===== config.mk =====
export PLATFORM = sky130hd
export DESIGN_NAME = sbi_slave_flat
export DESIGN_NICKNAME = d
export VERILOG_FILES = /design/src/pkg/sbi_pkg.sv /design/src/pkg/sbi_if.sv /design/src/logic/sbi_slave.sv /design/src/flat_wrapper.sv
export SDC_FILE = /design/constraint.sdc
export NUM_CORES = 1
export LEC_CHECK = 0
export BUFFER_PORTS_ARGS = -buffer_cell sky130_fd_sc_hd__buf_2
export CAP_MARGIN = 20
export CORE_ASPECT_RATIO = 1.1
export CORE_MARGIN = 3
export CORE_UTILIZATION = 54
export CTS_CLUSTER_SIZE = 12
export DETAILED_ROUTE_END_ITERATION = 10
export PLACE_DENSITY = 0.91
export SLEW_MARGIN = 20
export SYNTH_ARGS = -nofsm -noshare
export SYNTH_HDL_FRONTEND = slang
export SYNTH_SLANG_ARGS = --single-unit

===== constraint.sdc =====
create_clock -name CLK_IN -period 3.4 [get_ports CLK_IN]
set_clock_uncertainty 0.2 [all_clocks]
set_input_delay 1.02 -clock CLK_IN [delete_from_list [all_inputs] [get_ports CLK_IN]]
set_output_delay 1.02 -clock CLK_IN [all_outputs]
set_load 0.05 [all_outputs]

===== src/pkg/sbi_pkg.sv =====
`default_nettype none
package sbi_pkg;
  localparam int ADDR_W = 4;
  localparam int DATA_W = 10;
  localparam int BYTE_W = 8;
  localparam int NUM_REGS = 16;
  localparam logic [9:0] DATA_ZERO = 10'h000;
  localparam logic [9:0] BYTE_MASK = 10'h0ff;
  localparam logic [3:0] ADDR_ZERO = 4'h0;
  // Bus clock limit and our clock, in MHz
  localparam int BUS_MAX_MHZ = 133;
  localparam int CLK_MHZ = 100;
  // Default wait states before the slave acknowledges
  localparam int WAIT_STATES = 0;
  // Wait counter reset value, then its end point and step
  localparam logic [7:0] WAIT_ZERO = 8'h00;
  localparam logic [7:0] WAIT_ONE = 8'h01;
  typedef enum logic [1:0] {
    SBI_IDLE,
    SBI_WAIT,
    SBI_ACK,
    SBI_DONE
  } sbi_sl_state_t;
  typedef enum logic [1:0] {SBI_M_IDLE, SBI_M_REQ, SBI_M_END} sbi_ms_state_t;
endpackage : sbi_pkg
`default_nettype wire


===== src/pkg/sbi_if.sv =====
`default_nettype none
interface sbi_if;
  logic       bus_chip_select;
  logic       transfer_strobe;
  logic       write_not_read;
  logic [3:0] register_select;
  logic [9:0] write_data_bus;
  logic [9:0] read_data_bus;
  logic       transfer_ack;
  modport slave (
    input  bus_chip_select,
    input  transfer_strobe,
    input  write_not_read,
    input  register_select,
    input  write_data_bus,
    output read_data_bus,
    output transfer_ack
  );
  modport master (
    output bus_chip_select,
    output transfer_strobe,
    output write_not_read,
    output register_select,
    output write_data_bus,
    input  read_data_bus,
    input  transfer_ack
  );
endinterface : sbi_if
`default_nettype wire


===== src/logic/sbi_slave.sv =====
`default_nettype none
module sbi_slave #(
  parameter int WAIT_CYCLES = sbi_pkg::WAIT_STATES
) (
  input  wire logic  CLK_IN,
  input  wire logic  RESETN_IN,
  sbi_if.slave       BUS,
  input  wire logic  FIFO_MODE_IN,
  output logic [9:0] REG_VIEW_OUT [sbi_pkg::NUM_REGS],
  output logic       WRITE_DONE_OUT,
  output logic [3:0] WRITE_SEL_OUT
);
  //--------------------------------------------------------------------
  // Handshake state
  //--------------------------------------------------------------------
  sbi_pkg::sbi_sl_state_t state_reg;
  sbi_pkg::sbi_sl_state_t state_next;
  logic [7:0]             wait_reg;
  logic [7:0]             wait_next;
  logic                   ack_reg;
  logic                   ack_next;
  logic                   wr_reg;
  logic                   wr_next;
  logic [3:0]             sel_reg;
  logic [3:0]             sel_next;

  //--------------------------------------------------------------------
  // Read data and register storage
  //--------------------------------------------------------------------
  logic [9:0]             rdata_reg;
  logic [9:0]             rdata_next;
  logic                   done_reg;
  logic                   done_next;
  logic [9:0]             regs_reg [sbi_pkg::NUM_REGS];
  logic [9:0]             regs_next [sbi_pkg::NUM_REGS];

  //--------------------------------------------------------------------
  // Strobes between the groups
  //--------------------------------------------------------------------
  logic                   req;
  logic                   load_rd;
  logic [3:0]             load_sel;
  logic                   store_wr;

  // Register mode keeps the low byte only
  function automatic logic [9:0] lane(
    input logic [9:0] d,
    input logic       fifo
  );
    lane = fifo ? d : (d & sbi_pkg::BYTE_MASK);
  endfunction : lane

  // Chip select gates the strobe before anything else sees it
  assign req = BUS.bus_chip_select & BUS.transfer_strobe;

  //--------------------------------------------------------------------
  // Handshake sequencer
  //--------------------------------------------------------------------
  always_comb
  begin
    state_next = state_reg;
    wait_next  = wait_reg;
    ack_next   = 1'b0;
    wr_next    = wr_reg;
    sel_next   = sel_reg;
    load_rd    = 1'b0;
    load_sel   = sel_reg;
    store_wr   = 1'b0;
    case (state_reg)
      sbi_pkg::SBI_IDLE:
      begin
        if (req)
        begin
          wr_next   = BUS.write_not_read;
          sel_next  = BUS.register_select;
          wait_next = 8'(WAIT_CYCLES);
          // Read data is prepared before or with the ack
          load_rd   = 1'b1;
          load_sel  = BUS.register_select;
          if (WAIT_CYCLES == 0)
          begin
            ack_next   = 1'b1;
            state_next = sbi_pkg::SBI_ACK;
          end
          else
          begin
            state_next = sbi_pkg::SBI_WAIT;
          end
        end
      end
      sbi_pkg::SBI_WAIT:
      begin
        if (!req)
        begin
          state_next = sbi_pkg::SBI_IDLE;
        end
        else if (wait_reg <= sbi_pkg::WAIT_ONE)
        begin
          ack_next   = 1'b1;
          load_rd    = 1'b1;
          state_next = sbi_pkg::SBI_ACK;
        end
        else
        begin
          wait_next = wait_reg - sbi_pkg::WAIT_ONE;
        end
      end
      sbi_pkg::SBI_ACK:
      begin
        // Master terminates on the edge after it sees ack
        store_wr   = wr_reg;
        state_next = req ? sbi_pkg::SBI_DONE : sbi_pkg::SBI_IDLE;
      end
      sbi_pkg::SBI_DONE:
      begin
        // Strobe still high: no second ack in one strobe
        if (!req)
        begin
          state_next = sbi_pkg::SBI_IDLE;
        end
      end
      default:
      begin
        state_next = sbi_pkg::SBI_IDLE;
      end
    endcase
  end

  always_ff @(posedge CLK_IN or negedge RESETN_IN)
  begin
    if (!RESETN_IN)
    begin
      state_reg <= sbi_pkg::SBI_IDLE;
      wait_reg  <= sbi_pkg::WAIT_ZERO;
      ack_reg   <= 1'b0;
      wr_reg    <= 1'b0;
      sel_reg   <= sbi_pkg::ADDR_ZERO;
    end
    else
    begin
      state_reg <= state_next;
      wait_reg  <= wait_next;
      ack_reg   <= ack_next;
      wr_reg    <= wr_next;
      sel_reg   <= sel_next;
    end
  end

  //--------------------------------------------------------------------
  // Read data register
  //--------------------------------------------------------------------
  always_comb
  begin
    rdata_next = rdata_reg;
    if (load_rd)
    begin
      // Held until the next transfer loads it again
      rdata_next = lane(regs_reg[load_sel], FIFO_MODE_IN);
    end
  end

  always_ff @(posedge CLK_IN or negedge RESETN_IN)
  begin
    if (!RESETN_IN)
    begin
      rdata_reg <= sbi_pkg::DATA_ZERO;
    end
    else
    begin
      rdata_reg <= rdata_next;
    end
  end

  //--------------------------------------------------------------------
  // Register storage
  //--------------------------------------------------------------------
  always_comb
  begin
    regs_next = regs_reg;
    done_next = 1'b0;
    if (store_wr)
    begin
      regs_next[sel_reg] = lane(BUS.write_data_bus, FIFO_MODE_IN);
      done_next          = 1'b1;
    end
  end

  always_ff @(posedge CLK_IN or negedge RESETN_IN)
  begin
    if (!RESETN_IN)
    begin
      done_reg <= 1'b0;
      for (int i = 0; i < sbi_pkg::NUM_REGS; i++)
      begin
        regs_reg[i] <= sbi_pkg::DATA_ZERO;
      end
    end
    else
    begin
      done_reg <= done_next;
      regs_reg <= regs_next;
    end
  end

  //--------------------------------------------------------------------
  // Outputs, all straight from flops
  //--------------------------------------------------------------------
  assign BUS.transfer_ack  = ack_reg;
  assign BUS.read_data_bus = rdata_reg;
  assign REG_VIEW_OUT      = regs_reg;
  assign WRITE_DONE_OUT    = done_reg;
  assign WRITE_SEL_OUT     = sel_reg;
endmodule : sbi_slave
`default_nettype wire


===== src/flat_wrapper.sv =====
// flat-port wrapper written by rule: the top's interface ports become plain ports
module sbi_slave_flat 
#(
  parameter int WAIT_CYCLES = sbi_pkg::WAIT_STATES
)
  (CLK_IN, RESETN_IN, FIFO_MODE_IN, REG_VIEW_OUT, WRITE_DONE_OUT, WRITE_SEL_OUT, BUS_bus_chip_select, BUS_transfer_strobe, BUS_write_not_read, BUS_register_select, BUS_write_data_bus, BUS_read_data_bus, BUS_transfer_ack);
  sbi_if BUS_i ();
  input  wire logic CLK_IN;
  input  wire logic RESETN_IN;
  input  wire logic FIFO_MODE_IN;
  output logic [9:0] REG_VIEW_OUT[sbi_pkg::NUM_REGS];
  output logic WRITE_DONE_OUT;
  output logic [3:0] WRITE_SEL_OUT;
  input wire logic [$bits(BUS_i.bus_chip_select)-1:0] BUS_bus_chip_select;
  input wire logic [$bits(BUS_i.transfer_strobe)-1:0] BUS_transfer_strobe;
  input wire logic [$bits(BUS_i.write_not_read)-1:0] BUS_write_not_read;
  input wire logic [$bits(BUS_i.register_select)-1:0] BUS_register_select;
  input wire logic [$bits(BUS_i.write_data_bus)-1:0] BUS_write_data_bus;
  output wire logic [$bits(BUS_i.read_data_bus)-1:0] BUS_read_data_bus;
  output wire logic [$bits(BUS_i.transfer_ack)-1:0] BUS_transfer_ack;
  assign BUS_i.bus_chip_select = BUS_bus_chip_select;
  assign BUS_i.transfer_strobe = BUS_transfer_strobe;
  assign BUS_i.write_not_read = BUS_write_not_read;
  assign BUS_i.register_select = BUS_register_select;
  assign BUS_i.write_data_bus = BUS_write_data_bus;
  assign BUS_read_data_bus = BUS_i.read_data_bus;
  assign BUS_transfer_ack = BUS_i.transfer_ack;
  sbi_slave #(.WAIT_CYCLES(WAIT_CYCLES)) u_core (.CLK_IN(CLK_IN), .RESETN_IN(RESETN_IN), .BUS(BUS_i), .FIFO_MODE_IN(FIFO_MODE_IN), .REG_VIEW_OUT(REG_VIEW_OUT), .WRITE_DONE_OUT(WRITE_DONE_OUT), .WRITE_SEL_OUT(WRITE_SEL_OUT));
endmodule

==> impl_metrics.ini <==
[synthesis]
yosysTopAreaCellShare_pct = 54.89
synth_fa_ha_area_share_pct = 0.2935
synth_cell_types = 48
synth-edff-count = 0
syn_area_per_cell_um2 = 11.91
synth-simple-area-share_pct = 11.68
asyncSetResetFlopFracSynth_pct = 100.0
yosys_warnings = 0
synth_top_family_by_area = multiplexers
syn_nets = 738
synth-compound-area-share_pct = 5.738
synth_largest_area_cell = dfrtp_1
ys_top_cells_by_area = dfrtp_1 (55%), mux2_2 (19%), nand2_1 (5.4%)
ys_seq_area_share_pct = 54.89
yosys-mux-area-fraction_pct = 24.01
synth_flop_cell = dfrtp_1
syn-cell-area_um2 = 8526
synth-xor-area-share_pct = 0.4109
syn-instance-count = 716
ys_seq_elements = 187

[grt]
grt.total_usage_pct = 30.52
grt_pass1_vias = 7023
grt_pass1_wl_um = 40150
grt_max_degree = 67
antenna_found_initial = 0
gr-total-overflow = 0

[drt]
drcViolationCount = 0
wire_per_inst_um = 23.52
wl_um = 26500
via_per_inst = 6.239
num_vias = 7031
final_antenna_net_count = 0
drt_iter0_drc = 487
first_pass_iters = 5

[die]
die_h_um = 137.8
die_area_um2 = 17330
rows = 47
start_util_pct = 55.98
die_w_um = 125.8
coreArea_um2 = 15230
io_pins = 196

[clock_network]
cts_max_level = 4
clockRootBuffer = clkbuf_16
clkSlewWorstSetupHoldPaths_ns = 0.07
post_cts_buffers = 0
cts.sinks = 187
ctsResizeCount = 0
insertion_delay_ns = 0.44
numCtsBuffers = 17
cts.hold.buffers_added = 0
cts_tree = built
cts.path.max_buffers = 2

[layout]
fin_util_pct = 68.78
drive_gt1_share_pct = 45.33
mostFrequentLayoutCells = buf_2 (194), dfrtp_1 (187), mux2_2 (145)
fillerInstances = 1060
n_antenna_cell = 0
final_common_cell = buf_2
num-nets-final = 940
largest_reg_flops = 160
area_growth_pct = 22.86

[critical_path]
cp_slowest_cell = or4_1
cp.required_ns = 3.57
path_cells = or4_4 > or4_1 > nor3b_2 > o21a_1 > nand4_1 > nand2_1
crit_path_max_fanout = 10
crit_type = flip-flop to flip-flop
crit_buf_inv = 0
endpoint_kind = flip-flop
arrival_ns = 3.12
max_stage_delay_ns = 0.63
cp-start-kind = flip-flop
crit_family = simple AND/OR/NAND/NOR gates

[timing]
finalSetupViolCount = 0
relSlewSlack_pct = 44.71
rsz0062_at_grt = false
period_needed_ns = 2.953
max_freq_ghz = 0.3386
period_share_pct = 86.86
hold_viol = 0
worstMarginPinSlew_ns = 0.8274
fin_setup_tns_ns = 0
slew_viol_final = 0

[pwr]
peakVddDrop_mv = 0.6651
p_total_w = 0.01049
power.density_nw_per_um2 = 1001
cellLeakagePower_nw = 5.118

[worst_hold_path]
hp-class = flip-flop to flip-flop

[placed_design]
place_hpwl_um = 18330
io_buffers = 195
place.gp.congestion = 0.9021

[job]
maxCapViolations = 0

[run_status]
status = completed
[area by class of cell]
cell class | instances | area (µm²) | share of cell area, %
clock buffers | 21 | 470.5 | 4.491
clock inverters | 11 | 118.9 | 1.135
inverters | 10 | 37.54 | 0.3583
multi-input cells | 473 | 3611 | 34.47
flip-flops and latches | 187 | 4679 | 44.67
well taps | 196 | 245.2 | 2.341
repair buffers | 229 | 1313 | 12.53
[worst reg2reg max path, stage by stage, from the launching register on]
cell	delay, ns
dfrtp_1	0.42
or4_4	0.58
or4_1	0.63
nor3b_2	0.21
o21a_1	0.49
nand4_1	0.25
nand2_1	0.11
[per-stage QoR]
| step | hold WS, ns | cell area, µm² | setup WS, ns | std cells |
|---|---|---|---|---|
| floorplan | 0.2814 | 8526 | 0.3550 | 716 |
| global placement | 0.2702 | 9886 | 0.1265 | 1095 |
| detailed placement | 0.2931 | 9886 | 0.06011 | 1095 |
| CTS | 0.3081 | 10480 | 0.4799 | 1127 |
| global route | 0.3416 | 10480 | 0.3466 | 1127 |
| finish | 0.3087 | 10480 | 0.4466 | 1127 |
[synthesized netlist by cell type, types with 11 or more instances]
cell type,count
nor2_1,20
nand2_1,123
buf_2,11
dfrtp_1,187
nand3_1,26
mux2_2,145
nand4_1,14
clkbuf_1,26
o21ai_0,19
mux2i_1,31
a32oi_1,30
[final timing paths]
check	startpoint	end	slack, ns	cells after the start
setup / recovery	u_core.wait_reg[4]	u_core.BUS.read_data_bus[6]	0.45	6
hold / removal	u_core.BUS.read_data_bus[9]	u_core.BUS.read_data_bus[9]	0.31	2
setup reg to reg	u_core.wait_reg[4]	u_core.BUS.read_data_bus[6]	0.45	6
hold reg to reg	u_core.BUS.read_data_bus[9]	u_core.BUS.read_data_bus[9]	0.31	2
max in group asynchronous	RESETN_IN	u_core.REG_VIEW_OUT[144]	1.92	2
min in group asynchronous	RESETN_IN	u_core.REG_VIEW_OUT[127]	0.38	1
[per-layer routing]
| metal | global-route usage, % | vias up | routed length (µm) |
|---|---|---|---|
| met5 | 0 | - | 0 |
| met4 | 14.48 | 0 | 1040 |
| met3 | 7.251 | 83 | 2433 |
| met2 | 48.51 | 450 | 12470 |
| met1 | 39.97 | 3532 | 10560 |
| li1 | - | 2966 | - |
[report_power, final]
group | internal (W) | total, W | switching, W
clock | 0.00114 | 0.00199 | 0.000855
sequential | 0.00294 | 0.00364 | 0.000704
combinational | 0.00129 | 0.00486 | 0.00356
[kinds of logic (layout without fill, tap and decap cells)]
logic type,after synthesis,count (layout)
xor gates and xnor gates,4,4
buffers and inverters,56,271
AOI/OAI and AO/OA,69,69
muxes,181,181
DFF,187,187
and+or+nand+nor,217,217
adders and majority gates,2,2
Power figures use the tool's default switching activity.
